<file path="config.mk">
export PLATFORM = sky130hd
export DESIGN_NAME = acc_calibration_control
export DESIGN_NICKNAME = d
export VERILOG_FILES = /design/src/acc_pkg.sv /design/src/acc_cal_if.sv /design/src/acc_sequencer.sv /design/src/acc_calibration_control.sv
export SDC_FILE = /design/constraint.sdc
export NUM_CORES = 1
export LEC_CHECK = 0
export ABC_AREA = 0
export BUFFER_PORTS_ARGS = -buffer_cell sky130_fd_sc_hd__buf_2
export CAP_MARGIN = 5
export CORE_MARGIN = 5
export CORE_UTILIZATION = 50
export CTS_BUF_LIST = sky130_fd_sc_hd__clkbuf_4
export CTS_CLUSTER_SIZE = 14
export DETAILED_ROUTE_END_ITERATION = 7
export PLACE_DENSITY_LB_ADDON = 0.3
export SYNTH_ARGS = -nofsm -noshare
export SYNTH_HDL_FRONTEND = slang
export SYNTH_SLANG_ARGS = --single-unit
</file>
<file path="constraint.sdc">
create_clock -name sys_clk -period 3 [get_ports sys_clk]
set_input_delay 0.6 -clock sys_clk [delete_from_list [all_inputs] [get_ports sys_clk]]
set_output_delay 0.6 -clock sys_clk [all_outputs]
set_load 0.05 [all_outputs]
</file>
<file path="src/acc_pkg.sv">
// Shared constants, register map and state types of the calibration control block
package acc_pkg;

    // APB geometry
    localparam int unsigned ADDR_W = 12;
    localparam int unsigned DATA_W = 32;
    localparam int unsigned REG_W = 8;

    // Register indices; byte address is four times the index
    localparam logic [9:0] IDX_RUN_CONTROL = 10'h061;
    localparam logic [9:0] IDX_SETUP = 10'h062;
    localparam logic [9:0] IDX_PROGRESS = 10'h06A;
    localparam logic [9:0] IDX_PIN_SETUP = 10'h06B;
    localparam logic [9:0] IDX_SOFTWARE_KICK = 10'h06C;

    // Reset values
    localparam logic [7:0] RST_RUN_CONTROL = 8'h01;
    localparam logic [7:0] RST_SETUP = 8'h01;
    localparam logic [7:0] RST_PIN_SETUP = 8'h00;
    localparam logic [7:0] RST_SOFTWARE_KICK = 8'h01;

    // Field positions
    localparam int unsigned BIT_CAL_ENABLE = 0;
    localparam int unsigned BIT_FG_CAL = 0;
    localparam int unsigned BIT_BG_CAL = 1;
    localparam int unsigned BIT_FG_OS_CAL = 2;
    localparam int unsigned BIT_BG_OS_CAL = 3;
    localparam int unsigned BIT_OS_FILTER = 4;
    localparam int unsigned BIT_FG_COMPLETE = 0;
    localparam int unsigned BIT_STOPPED = 1;
    localparam int unsigned BIT_TRIG_SRC = 0;
    localparam int unsigned BIT_STAT_SEL_LO = 1;
    localparam int unsigned BIT_SOFT_TRIG = 0;

    // Status pin source selections
    localparam logic [1:0] STATSEL_FOREGROUND_COMPLETE_FLAG = 2'h0;
    localparam logic [1:0] STATSEL_RESERVED = 2'h1;
    localparam logic [1:0] STATSEL_ALARM = 2'h2;
    localparam logic [1:0] STATSEL_LOW = 2'h3;

    // Model durations of the calibration phases
    localparam int unsigned CLK_PERIOD_NS = 20;
    localparam int unsigned FG_CAL_TIME_NS = 1280;
    localparam int unsigned FG_OS_TIME_NS = 640;
    localparam int unsigned FG_CAL_CYCLES = (FG_CAL_TIME_NS + CLK_PERIOD_NS - 1) / CLK_PERIOD_NS;
    localparam int unsigned FG_OS_CYCLES = (FG_OS_TIME_NS + CLK_PERIOD_NS - 1) / CLK_PERIOD_NS;
    localparam int unsigned CNT_W = 12;
    localparam logic [CNT_W-1:0] FG_CAL_LAST = CNT_W'(FG_CAL_CYCLES - 1);
    localparam logic [CNT_W-1:0] FG_OS_LAST = CNT_W'(FG_OS_CYCLES - 1);

    typedef enum logic [2:0] {
        SEQ_IDLE = 3'b000,
        SEQ_CLEAR = 3'b001,
        SEQ_FG_RUN = 3'b010,
        SEQ_FG_OS = 3'b011,
        SEQ_BG_RUN = 3'b100,
        SEQ_BG_HOLD = 3'b101,
        SEQ_DONE = 3'b110
    } acc_seq_e;

    typedef struct packed {
        acc_seq_e state;
        logic [CNT_W-1:0] count;
        logic fgDone;
        logic stopped;
    } acc_seq_s;

    typedef struct packed {
        logic [REG_W-1:0] runControl;
        logic [REG_W-1:0] setup;
        logic [REG_W-1:0] pinSetup;
        logic [REG_W-1:0] softwareKick;
        logic [DATA_W-1:0] rdata;
        logic slvErr;
        logic [1:0] trigSync;
        logic [1:0] alarmSync;
        logic statusPin;
        logic dividerReset;
        logic offsetFilter;
    } acc_main_s;

endpackage : acc_pkg

</file>
<file path="src/acc_cal_if.sv">
// Control and status bundle between the register bank and the calibration sequencer
`timescale 1ns/1ps
interface acc_cal_if;
    logic calEnable;
    logic fgSelect;
    logic bgSelect;
    logic fgOsSelect;
    logic bgOsSelect;
    logic trigger;
    logic fgDone;
    logic stopped;
    logic fgRun;
    logic fgOsRun;
    logic bgRun;
    logic bgOsRun;
    logic clearValues;

    modport ctl (
        output calEnable, fgSelect, bgSelect, fgOsSelect, bgOsSelect, trigger,
        input fgDone, stopped, fgRun, fgOsRun, bgRun, bgOsRun, clearValues
    );
    modport seq (
        input calEnable, fgSelect, bgSelect, fgOsSelect, bgOsSelect, trigger,
        output fgDone, stopped, fgRun, fgOsRun, bgRun, bgOsRun, clearValues
    );
endinterface : acc_cal_if

</file>
<file path="src/acc_sequencer.sv">
// Calibration sequencer: value reset, foreground phases and background run and hold
`timescale 1ns/1ps
module acc_sequencer (
    // Clock and reset
    input wire logic sys_clk,
    input wire logic rst_n,
    // Bundle from the register bank
    acc_cal_if.seq cal
);

    acc_pkg::acc_seq_s q;
    acc_pkg::acc_seq_s d;

    always_comb begin
        d = q;
        case (q.state)
            acc_pkg::SEQ_IDLE: begin
                d.count = '0;
                // Idle is left whenever the enable is high, including straight out of reset
                if (cal.calEnable) begin
                    d.state = acc_pkg::SEQ_CLEAR;
                end
            end
            acc_pkg::SEQ_CLEAR: begin
                d.count = '0;
                if (cal.fgSelect) begin
                    d.state = acc_pkg::SEQ_FG_RUN;
                end else if (cal.bgSelect) begin
                    d.state = acc_pkg::SEQ_BG_RUN;
                end else begin
                    d.state = acc_pkg::SEQ_DONE;
                    d.stopped = 1'b1;
                end
            end
            acc_pkg::SEQ_FG_RUN: begin
                // Progress only while the selected trigger is high
                if (cal.trigger) begin
                    d.count = q.count + 1'b1;
                    if (q.count == acc_pkg::FG_CAL_LAST) begin
                        d.count = '0;
                        if (cal.fgOsSelect) begin
                            d.state = acc_pkg::SEQ_FG_OS;
                        end else begin
                            d.fgDone = 1'b1;
                            d.state = cal.bgSelect ? acc_pkg::SEQ_BG_RUN : acc_pkg::SEQ_DONE;
                            d.stopped = !cal.bgSelect;
                        end
                    end
                end
            end
            acc_pkg::SEQ_FG_OS: begin
                if (cal.trigger) begin
                    d.count = q.count + 1'b1;
                    if (q.count == acc_pkg::FG_OS_LAST) begin
                        d.count = '0;
                        d.fgDone = 1'b1;
                        d.state = cal.bgSelect ? acc_pkg::SEQ_BG_RUN : acc_pkg::SEQ_DONE;
                        d.stopped = !cal.bgSelect;
                    end
                end
            end
            acc_pkg::SEQ_BG_RUN: begin
                // A low trigger requests the background engine to park
                if (!cal.trigger) begin
                    d.state = acc_pkg::SEQ_BG_HOLD;
                    d.stopped = 1'b1;
                end
            end
            acc_pkg::SEQ_BG_HOLD: begin
                if (cal.trigger) begin
                    d.state = acc_pkg::SEQ_BG_RUN;
                    d.stopped = 1'b0;
                end
            end
            acc_pkg::SEQ_DONE: begin
                d.state = acc_pkg::SEQ_DONE;
            end
            default: begin
                d.state = acc_pkg::SEQ_IDLE;
            end
        endcase
        // Enable low holds everything in reset, whatever the state
        if (!cal.calEnable) begin
            d.state = acc_pkg::SEQ_IDLE;
            d.count = '0;
            d.fgDone = 1'b0;
            d.stopped = 1'b0;
        end
    end

    always_ff @(posedge sys_clk) begin
        if (!rst_n) begin
            q <= '{state: acc_pkg::SEQ_IDLE, count: '0, fgDone: 1'b0, stopped: 1'b0};
        end else begin
            q <= d;
        end
    end

    assign cal.fgDone = q.fgDone;
    assign cal.stopped = q.stopped;
    assign cal.clearValues = (q.state == acc_pkg::SEQ_CLEAR);
    // Gated by the enable so a hold stops the engines in the same cycle
    assign cal.fgRun = (q.state == acc_pkg::SEQ_FG_RUN) && cal.trigger && cal.calEnable;
    assign cal.fgOsRun = (q.state == acc_pkg::SEQ_FG_OS) && cal.trigger && cal.calEnable;
    assign cal.bgRun = (q.state == acc_pkg::SEQ_BG_RUN) && cal.calEnable;
    // Offset tracking rides on the background engine only
    assign cal.bgOsRun = cal.bgRun && cal.bgOsSelect;

endmodule : acc_sequencer

</file>
<file path="src/acc_calibration_control.sv">
// Calibration control register bank with APB slave, trigger selection and status pin routing
//
// Operation
// - Calibration runs while the enable bit is 1 (its reset value) and is held in reset while 0.
// - Clearing the enable bit also resets the dividers clocking the digital and serial blocks.
// - Setup bit 4 turns offset filtering on when 1 and resets to 0.
// - Setup bit 3 enables background offset calibration, effective only with background on.
// - Setup bit 2 enables foreground offset calibration, which needs foreground selected.
// - Setup bit 1 enables background calibration; it is sampled only when background would start, so clearing it later does not stop a run.
// - Setup bit 0 clears calibration values and then runs foreground calibration or skips it.
// - Progress bit 1 reads 1 once background calibration has parked and 0 when it resumes.
// - With background off, the stopped bit sets once foreground is complete or skipped.
// - Progress bit 0 goes high when foreground calibration completes; progress is read only.
// - The pin select field drives the status pin: done, reserved, alarm, or held low.
// - Trigger source bit 0 picks the software bit at 0 or the hardware pin at 1.
// - The software trigger bit resets to 1 and stands in for the hardware pin.
//
// Added by the designer: register access over APB.
`timescale 1ns/1ps
module acc_calibration_control (
    // Clock and reset
    input wire logic sys_clk,
    input wire logic rst_n,
    // APB slave
    input wire logic [acc_pkg::ADDR_W-1:0] paddr,
    input wire logic psel,
    input wire logic penable,
    input wire logic pwrite,
    input wire logic [acc_pkg::DATA_W-1:0] pwdata,
    input wire logic [3:0] pstrb,
    output logic [acc_pkg::DATA_W-1:0] prdata,
    output logic pready,
    output logic pslverr,
    // Device pins
    input wire logic hardwareTriggerInput,
    input wire logic alarmIn,
    output logic statusOutputPin,
    // Controls toward the converter core
    output logic dividerReset,
    output logic calHeldInReset,
    output logic calValuesClear,
    output logic fgCalRun,
    output logic fgOffsetCalRun,
    output logic bgCalRun,
    output logic bgOffsetCalRun,
    output logic offsetFilterEnable
);

    localparam int unsigned DW = acc_pkg::DATA_W;
    localparam int unsigned RW = acc_pkg::REG_W;
    localparam int unsigned IW = acc_pkg::ADDR_W - 2;
    localparam int unsigned SW = 2;

    // Registered state of the bank
    acc_pkg::acc_main_s q;
    acc_pkg::acc_main_s d;

    // Bundle toward the calibration sequencer
    acc_cal_if calBus ();

    // Bus decode
    logic [IW-1:0] regIdx;
    logic setupPhase;
    logic accessPhase;
    logic wrCommit;
    logic idxHit;
    logic [RW-1:0] rdByte;
    logic [RW-1:0] progressByte;
    logic [RW-1:0] wrByte;

    // Register selects
    logic selRunControl;
    logic selSetup;
    logic selProgress;
    logic selPinSetup;
    logic selSoftwareKick;

    // Write strobes
    logic wrRunControl;
    logic wrSetup;
    logic wrPinSetup;
    logic wrSoftwareKick;

    // Derived controls
    logic calEnable;
    logic trigSource;
    logic softTrigger;
    logic hardTriggerSync;
    logic alarmSync;
    logic selectedTrigger;
    logic [SW-1:0] statusSel;
    logic statusNext;

    // APB phases
    assign regIdx = paddr[acc_pkg::ADDR_W-1:2];
    assign setupPhase = psel && !penable;
    assign accessPhase = psel && penable;

    // Every access completes in its first access cycle, so no wait states
    assign pready = accessPhase;

    // Only byte lane 0 carries register bits
    assign wrCommit = accessPhase && pready && pwrite && pstrb[0];
    assign wrByte = pwdata[RW-1:0];

    // Address selects
    assign selRunControl = (regIdx == acc_pkg::IDX_RUN_CONTROL);
    assign selSetup = (regIdx == acc_pkg::IDX_SETUP);
    assign selProgress = (regIdx == acc_pkg::IDX_PROGRESS);
    assign selPinSetup = (regIdx == acc_pkg::IDX_PIN_SETUP);
    assign selSoftwareKick = (regIdx == acc_pkg::IDX_SOFTWARE_KICK);

    // Unmapped offsets answer with an error and change nothing
    assign idxHit = selRunControl
        || selSetup
        || selProgress
        || selPinSetup
        || selSoftwareKick;

    // Progress is read only; a write to it completes and is dropped
    assign wrRunControl = wrCommit && selRunControl;
    assign wrSetup = wrCommit && selSetup;
    assign wrPinSetup = wrCommit && selPinSetup;
    assign wrSoftwareKick = wrCommit && selSoftwareKick;

    // Field extraction
    assign calEnable = q.runControl[acc_pkg::BIT_CAL_ENABLE];
    assign trigSource = q.pinSetup[acc_pkg::BIT_TRIG_SRC];
    assign softTrigger = q.softwareKick[acc_pkg::BIT_SOFT_TRIG];
    assign statusSel = q.pinSetup[acc_pkg::BIT_STAT_SEL_LO +: SW];

    // Only the second synchroniser stage feeds logic
    assign hardTriggerSync = q.trigSync[1];
    assign alarmSync = q.alarmSync[1];

    // The unselected trigger source is ignored entirely
    assign selectedTrigger = trigSource ? hardTriggerSync : softTrigger;

    // Controls handed to the sequencer
    assign calBus.calEnable = calEnable;
    assign calBus.fgSelect = q.setup[acc_pkg::BIT_FG_CAL];
    assign calBus.bgSelect = q.setup[acc_pkg::BIT_BG_CAL];
    assign calBus.fgOsSelect = q.setup[acc_pkg::BIT_FG_OS_CAL];
    assign calBus.bgOsSelect = q.setup[acc_pkg::BIT_BG_OS_CAL];
    assign calBus.trigger = selectedTrigger;

    acc_sequencer acc_sequencer_inst (
        .sys_clk(sys_clk),
        .rst_n(rst_n),
        .cal(calBus)
    );

    // Progress byte: reserved bits read as zero
    always_comb begin
        progressByte = '0;
        progressByte[acc_pkg::BIT_FG_COMPLETE] = calBus.fgDone;
        progressByte[acc_pkg::BIT_STOPPED] = calBus.stopped;
    end

    // Read multiplexer
    always_comb begin
        rdByte = '0;
        case (regIdx)
            acc_pkg::IDX_RUN_CONTROL: begin
                rdByte = q.runControl;
            end
            acc_pkg::IDX_SETUP: begin
                rdByte = q.setup;
            end
            acc_pkg::IDX_PROGRESS: begin
                rdByte = progressByte;
            end
            acc_pkg::IDX_PIN_SETUP: begin
                rdByte = q.pinSetup;
            end
            acc_pkg::IDX_SOFTWARE_KICK: begin
                rdByte = q.softwareKick;
            end
            default: begin
                rdByte = '0;
            end
        endcase
    end

    // Status pin source; the reserved code drives low so the pin never floats
    always_comb begin
        statusNext = 1'b0;
        case (statusSel)
            acc_pkg::STATSEL_FOREGROUND_COMPLETE_FLAG: begin
                statusNext = calBus.fgDone;
            end
            acc_pkg::STATSEL_RESERVED: begin
                statusNext = 1'b0;
            end
            acc_pkg::STATSEL_ALARM: begin
                statusNext = alarmSync;
            end
            acc_pkg::STATSEL_LOW: begin
                statusNext = 1'b0;
            end
            default: begin
                statusNext = 1'b0;
            end
        endcase
    end

    // Next state of the whole bank
    always_comb begin
        d = q;

        // Two-stage synchronisers for the asynchronous pins
        d.trigSync = {q.trigSync[0], hardwareTriggerInput};
        d.alarmSync = {q.alarmSync[0], alarmIn};

        // Register writes land at the completing access edge
        if (wrRunControl) begin
            d.runControl = wrByte;
        end
        if (wrSetup) begin
            d.setup = wrByte;
        end
        if (wrPinSetup) begin
            d.pinSetup = wrByte;
        end
        if (wrSoftwareKick) begin
            d.softwareKick = wrByte;
        end

        // Read data and error are captured in the setup cycle
        // so they stand unchanged through the access phase
        if (setupPhase) begin
            d.rdata = DW'(rdByte);
            d.slvErr = !idxHit;
        end

        // Status pin comes from a flip-flop to keep it glitch free
        d.statusPin = statusNext;

        // Dividers stay in reset for as long as calibration is held
        d.dividerReset = !calEnable;

        // Filtering follows its setup bit
        d.offsetFilter = q.setup[acc_pkg::BIT_OS_FILTER];
    end

    always_ff @(posedge sys_clk) begin
        if (!rst_n) begin
            q.runControl <= acc_pkg::RST_RUN_CONTROL;
            q.setup <= acc_pkg::RST_SETUP;
            q.pinSetup <= acc_pkg::RST_PIN_SETUP;
            q.softwareKick <= acc_pkg::RST_SOFTWARE_KICK;
            q.rdata <= '0;
            q.slvErr <= 1'b0;
            q.trigSync <= '0;
            q.alarmSync <= '0;
            q.statusPin <= 1'b0;
            q.dividerReset <= 1'b0;
            q.offsetFilter <= 1'b0;
        end else begin
            q <= d;
        end
    end

    // Bus outputs
    assign prdata = q.rdata;
    assign pslverr = q.slvErr;

    // Pin and core outputs
    assign statusOutputPin = q.statusPin;
    assign dividerReset = q.dividerReset;
    assign calHeldInReset = !calEnable;
    assign calValuesClear = calBus.clearValues;
    assign fgCalRun = calBus.fgRun;
    assign fgOffsetCalRun = calBus.fgOsRun;
    assign bgCalRun = calBus.bgRun;
    assign bgOffsetCalRun = calBus.bgOsRun;
    assign offsetFilterEnable = q.offsetFilter;

endmodule : acc_calibration_control

</file>
==> metrics.md, run 1 <==
| Metric | Value |
|---|---|
| Outcome | `completed` |
| Fin crit share | `83.4%` |
| Ys async rst share | `0%` |
| Minimum clock period | `2.50 ns` |
| Main synth FF type | `dfxtp_1` |
| Wire length per cell | `14.0 um` |
| CTS sink cnt | `65` |
| Fraction of layout cells with a size suffix above 1 | `15.7%` |
| Die area | `0.00878 sq mm` |
| Setup crit end kind | `output port` |
| Worst-case reg-to-reg path depth | `6` |
| Post-CTS Setup Bufs | `0` |
| GPL Wtd Cong | `0.799` |
| Most common cell after layout, fill and taps aside | `dfxtp_1` |
| FP Rows | `30` |
| Register area | `0.00130 sq mm` |
| GRT Overall Usage | `17.6%` |
| Number of synthesized flops with an enable pin | `0` |
| N_diodes | `0` |
| Area leader, netlist | `dfxtp_1` |
| CP max-delay cell | `dfxtp_1` |
| DR vias | `2,775` |
| Largest net degree at the start of global routing | `32` |
| Critical Path AT | `1.90 ns` |
| Met1 usage in global routing | `22.6%` |
| Syn avg cell area | `8.82 sq um` |
| Clock skew | `0.00879 ns` |
| Starting Density | `51.5%` |
| Slew @ Worst Pin | `0.618 ns` |
| WS Path Type | `reg2out` |
| Synth Cell Area | `0.00350 sq mm` |
| Post-DP Area | `0.00361 sq mm` |
| Seq cells post-synth | `65` |
| Number of DRC markers in iteration 0 | `102` |
| Synth cell types | `52` |
| Fin nets | `482` |
| Worst vdd ir | `0.000259 V` |
| Post-route ant nets | `0` |
| Root buf cell | `clkbuf_4` |
| Global route total overflow | `0` |
| Yosys top cell area share | `37.2%` |
| Relative slew slack | `58.8%` |
| GRT met3 Usage | `4.65%` |
| CP endpoint | `fgOffsetCalRun` |
| FF-to-FF End | `acc_sequencer_inst.cal.fgDone$_SDFFE_PN0P_` |
| Final setup margin | `0.497 ns` |
| Clock buffer count from CTS | `9` |
| Final setup viols | `0` |
| Multi-input gate area | `0.00195 sq mm` |
| Clock Pin Slew Worst Setup and Hold Paths | `0.09 ns` |
| Port bufs | `44` |
| Die Y | `93.7 um` |
| Sequential area share after synthesis | `37.2%` |
| Slowest stage delay, CP | `0.57 ns` |
| Clock Path Buffers | `2` |
| Worst hold path class | `in2reg` |
| Startpoint Class | `register` |
| Top cells by area, synth | `dfxtp_1, mux2i_1, buf_4, nor2b_1, nand2_1` |
| Most frequent cells in the layout | `dfxtp_1, buf_2, nor2b_1` |
| Slew Limit Fails | `0` |
| Total of max-cap violations | `0` |
| Horiz. Die Dim | `93.7 um` |
| H-tree Lvls | `3` |
| Critical path, cell by cell | `nor2b_1 > nand2b_1 > nor3_1 > buf_2` |
| Final Hold Vio Count | `0` |
| First-pass GRT wire length | `12,200 um` |
| FF-to-FF Start | `acc_sequencer_inst.q[2]$_SDFFE_PN0P_` |
| I/O pins | `98` |
| RSZ-0062 raised after global routing | `false` |
| Area Overhead vs Synth | `5.72%` |
| Core area | `0.00679 sq mm` |
| DR pass1 iterations | `4` |
| Leak | `1.48 nW` |
| Setup WS pre-CTS | `0.692 ns` |
| Design area | `0.00370 sq mm` |
| R2R setup slack | `0.99 ns` |
| CP Max Fanout | `14` |
| Post_cts resized | `0` |
| Initial antenna violation count | `0` |
| F_max | `400 MHz` |
| CP Launch Point | `acc_sequencer_inst.q[15]$_SDFFE_PN0P_` |
| Cells after Synth | `397` |
| Worst EP required | `2.40 ns` |
| Worst-Skew Late Latency | `0.40 ns` |
| Via density per instance | `5.30` |
| Vias in the first global route | `2,607` |
| TNS Setup | `0 ns` |
| DRT Wirelength | `7360 um` |
| DP HPWL | `5350 um` |
| Most Used Layer, Global Route | `met2` |
| Yosys Warn Count | `0` |
| Fill cells | `670` |
| DRC Markers | `0` |
| Clock tree from TritonCTS | `built` |
| Post-CTS Hold Buffers | `0` |
| Met2 Track Usage GR | `27.8%` |
| PwrDens | `453 mW/mm^2` |
[how the worst min path moves through the flow]
stage / start / end / slack [ns] / depth (start not counted)
2_1_floorplan: d[4]$_SDFF_PN0_ / alarmSync$_SDFF_PN0_ / 0.41 / 1
3_3_place_gp: d[4]$_SDFF_PN0_ / alarmSync$_SDFF_PN0_ / 0.42 / 1
3_5_place_dp: d[4]$_SDFF_PN0_ / alarmSync$_SDFF_PN0_ / 0.42 / 1
4_1_cts: alarmIn / d[4]$_SDFF_PN0_ / 0.38 / 2
5_1_grt: hardwareTriggerInput / d[6]$_SDFF_PN0_ / 0.39 / 2
6_report: alarmIn / d[4]$_SDFF_PN0_ / 0.40 / 2
[stage by stage]
| stage | instances | utilization [%] | hold WS [ns] | power [mW] |
|---|---|---|---|---|
| floorplan | 420 | - | 0.412 | 1.20 |
| global placement | 511 | 53.1 | 0.419 | 1.23 |
| detailed placement | 511 | 53.1 | 0.418 | 1.23 |
| CTS | 524 | 54.5 | 0.382 | 1.68 |
| global route | 524 | 54.5 | 0.386 | 1.77 |
| finish | 524 | 54.5 | 0.400 | 1.68 |
[routing by layer]
layer | part of all wire [%] | vias up
li1 | - | 1419
met1 | 47 | 1262
met2 | 45 | 83
met3 | 6.8 | 11
met4 | 1.5 | 0
met5 | 0 | -
[state kept, by name, summed over array words and instances (netlist names), 3 cells and up]
register,count
prdata,8
acc_sequencer_inst.q,15
q,26
d,3
[critical path: cells and delay by family, from the launching register on]
kind          cells  cell delay [ns]
buf+inv           1             0.29
simple gates      3             0.65
flops             1             0.57
[kinds of logic (layout without fill, tap and decap cells)]
| kind of cell | count (synthesis) | count (layout) | share of synthesized area (%) |
|---|---|---|---|
| AND/OR/NAND/NOR | 166 | 166 | 27.3 |
| buffers and inverters | 53 | 61 | 9.61 |
| flip-flops | 65 | 65 | 37.2 |
| adder cells (fa/ha/maj) | 1 | 1 | 0.357 |
| XOR/XNOR | 3 | 3 | 0.751 |
| AO/OA/AOI/OAI | 71 | 71 | 14.0 |
| multiplexers | 37 | 37 | 10.7 |
| other | 1 | 24 | 0.107 |
[power breakdown]
group	internal (mW)	switching, mW
Clock	0.172	0.288
Combinational	0.0915	0.219
Sequential	0.879	0.0253
[Yosys cell counts, drive strengths merged, types with 3 or more instances]
cell	count
nand2b	8
nor2	21
a32oi	3
a21oi	11
o21ai	16
o22a	5
nor3b	4
nand3	15
and3	3
nand2	30
buf	43
nand4	4
dfxtp	65
nor4	6
and2	13
a22oi	11
o21a	3
a22o	3
a31oi	5
xnor2	3
nor3	10
inv	3
clkbuf	7
mux2i	37
nor2b	40
[final cells by class]
class                      count  area share (%)
multi-input combinational    302            52.7
sequential                    65            35.2
timing repair buffer          45            6.15
tap                           96            3.25
clock buffer                  11            2.23
inverter                       3           0.304
clock inverter                 2           0.237
Power figures use the tool's default switching activity.
==> run 2: changes to the inputs <==
Clock period 3 ns to 2.4 ns, I/O delays scaled along.
==> run 2 against run 1 <==
- combinational power grew 26%
- cell count grew 1.9%
- critical path depth grew 1
- wire length grew 1.5%
- non-clock buffer count grew 7
- worst hold slack lost 0.13 ns
- clock power grew 36%
- core utilization grew 1.3 points
- total power grew 29%
- register-to-register slack lost 0.59 ns
- sequential power grew 25%
- via count grew 0.18%
- highest routed layer unchanged
==> metrics.md, run 2 (same netlist as run 1, synthesis figures left out) <==
| Metric | Value |
|---|---|
| Post-DP Area | `0.00366 sq mm (+1.4%)` |
| Core area | `0.00679 sq mm (unchanged)` |
| Fin nets | `489 (+1.5%)` |
| Port bufs | `44 (unchanged)` |
| Cell internal pwr | `1.46 mW (+28%)` |
| H-tree Lvls | `3 (unchanged)` |
| Fraction of layout cells with a size suffix above 1 | `18.5% (+2.8 points)` |
| Relative slew slack | `59.0% (+0.17 points)` |
| Number of DRC markers in iteration 0 | `126 (+24%)` |
| Slew @ Worst Pin | `0.616 ns (-0.00260 ns)` |
| Number of flip-flops in the largest register | `26 (unchanged)` |
| Delay-heaviest family, CP | `simple AND/OR/NAND/NOR gates` |
| I/O pins | `98 (unchanged)` |
| FP Rows | `30 (unchanged)` |
| Clock skew | `0.00975 ns (+0.000953 ns)` |
| Minimum clock period | `2.26 ns` |
| TNS Setup | `0 ns (unchanged)` |
| Area Overhead vs Synth | `8.29%` |
| DP HPWL | `5520 um (+3.2%)` |
| Reg with most FFs | `q` |
| Post-route ant nets | `0 (unchanged)` |
| Clock Pin Slew Worst Setup and Hold Paths | `0.10 ns (about the same)` |
| DR pass1 iterations | `4 (unchanged)` |
| Register area | `0.00130 sq mm (+0.19%)` |
| Leak | `1.52 nW (+3.1%)` |
| Most common cell after layout, fill and taps aside | `dfxtp_1` |
| CP Max Fanout | `13 (-1)` |
| Worst-case reg-to-reg path depth | `6 (unchanged)` |
| Part of the power in the clock network | `29.1% (+1.6 points)` |
| Worst EP required | `1.92 ns (-0.48 ns)` |
| Clock tree from TritonCTS | `built` |
| Critical Path AT | `1.78 ns (-0.12 ns)` |
| Global route total overflow | `0 (unchanged)` |
| Slowest stage delay, CP | `0.45 ns (-0.12 ns)` |
| RSZ-0062 raised after global routing | `false` |
| Total of max-cap violations | `0 (unchanged)` |
| Fill cells | `626 (-6.6%)` |
| P_sw | `697 uW (+31%)` |
| FF-to-FF Start | `acc_sequencer_inst.q[2]$_SDFFE_PN0P_` |
| Initial antenna violation count | `0 (unchanged)` |
| GRT Overall Usage | `18.3% (+0.79 points)` |
| Reg power frac | `52.7% (-1.3 points)` |
| FF-to-FF End | `acc_sequencer_inst.q[13]$_SDFFE_PN0P_` |
| Fin crit share | `94.1%` |
| Setup crit end kind | `output port` |
| Crit path buf inv count | `2 (+1)` |
| Hold Startpoint | `alarmIn` |
| Die area | `0.00878 sq mm (unchanged)` |
| WS Path Type | `reg2out` |
| DRC Markers | `0 (unchanged)` |
| Comb power frac | `18.2% (-0.3 points)` |
| R2R setup slack | `0.40 ns (-0.59 ns)` |
| Largest net degree at the start of global routing | `29 (-9.4%)` |
| CTS sink cnt | `65 (unchanged)` |
| Wire length per cell | `14.0 um (-0.42%)` |
| Clock Path Buffers | `2 (unchanged)` |
| F_max | `443 MHz` |
| Final setup viols | `0 (unchanged)` |
| Die Y | `93.7 um (unchanged)` |
| Vias in the first global route | `2,651 (+1.7%)` |
| Most frequent cells in the layout | `dfxtp_1, buf_2, nor2b_1` |
| Multi-input gate area | `0.00197 sq mm (+0.83%)` |
| Starting Density | `51.5% (unchanged)` |
| Hold depth | `2 (unchanged)` |
| Root buf cell | `clkbuf_4` |
| Horiz. Die Dim | `93.7 um (unchanged)` |
| Final Hold Vio Count | `0 (unchanged)` |
| DR vias | `2,780 (+0.18%)` |
| Outcome | `completed` |
| DRT Wirelength | `7470 um (+1.5%)` |
| Startpoint Class | `register` |
| CP max-delay cell | `dfxtp_1` |
| Worst-Skew Late Latency | `0.41 ns (about the same)` |
| Worst hold path class | `in2reg` |
| Design area | `0.00379 sq mm (+2.4%)` |
| GPL Wtd Cong | `0.842 (+5.3%)` |
| PwrDens | `568 mW/mm^2 (+26%)` |
| WHS Endpoint | `d[4]$_SDFF_PN0_` |
| Slew Limit Fails | `0 (unchanged)` |
| Worst vdd ir | `0.000378 V (+46%)` |
| Clock buffer count from CTS | `9 (unchanged)` |
| Pwr Total | `2.15 mW (+29%)` |
| Critical path, cell by cell | `inv_2 > nand2_1 > nor2_1 > and2_1 > buf_2` |
| First-pass GRT wire length | `12,700 um (+4.1%)` |
| Switching part of the total | `32.3% (+0.57 points)` |
| N_diodes | `0 (unchanged)` |
| Via density per instance | `5.21 (-1.7%)` |
| CP Launch Point | `acc_sequencer_inst.q[14]$_SDFFE_PN0P_` |
## run 2: what timing repair did
| action | CTS | global route |
|---|---|---|
| resized for setup | 2 | 3 |
| endpoints found under the setup margin | 2 | 3 |
| hold buffers | 0 | 0 |
| buffers inserted | 0 | 1 |
## run 2: through the flow
stage	util (%)	instances	hold WS, ns	worst slack, ns
3_5_place_dp	53.9	517	0.421	0.380
3_3_place_gp	53.9	517	0.415	0.398
2_1_floorplan	-	420	0.412	0.0127
4_1_cts	55.6	533	0.246	0.0261
5_1_grt	55.8	534	0.239	0.00819
6_report	55.8	534	0.274	0.141
## run 2: final cells by class
| class | instances | share of cell area, % |
|---|---|---|
| clock buffers | 12 | 2.38 |
| flip-flops and latches | 65 | 34.4 |
| multi-input cells | 302 | 51.8 |
| clock inverters | 4 | 0.528 |
| well taps | 96 | 3.17 |
| inverters | 3 | 0.297 |
| repair buffers | 52 | 7.39 |
## run 2: routing by layer
metal  routed length (um)  GRT usage, %  up-vias
met4                   85          5.66        0
met3                  390          5.21        8
met5                    0             0        -
met1                 3430          23.4     1278
met2                 3560          30.0       63
li1                     -             -     1431
## run 2: worst max path at each step
stage	depth (start not counted)	endpoint	slack (ns)
floorplan	5	bgOffsetCalRun	0.01
global placement	7	q[47]$_SDFFE_PN0P_	0.40
detailed placement	7	q[42]$_SDFFE_PN0P_	0.38
CTS	4	bgOffsetCalRun	0.03
global route	5	bgOffsetCalRun	0.008
finish	5	bgOffsetCalRun	0.14
## run 2: power groups by stage
stage	sequential, mW	clock [mW]	combinational, mW
4_1_cts	1.13	0.648	0.390
6_report	1.13	0.627	0.392
5_1_grt	1.14	0.715	0.425
3_5_place_dp	1.16	0	0.389
3_3_place_gp	1.16	0	0.385
2_1_floorplan	1.15	0	0.351
## run 2: worst register-to-register path, cell delays in order (launching register included)
cell	delay [ns]
dfxtp_1	0.37
ha_1	0.25
and4_1	0.26
and3_1	0.18
a21oi_1	0.50
o21ai_0	0.21
a21oi_1	0.17
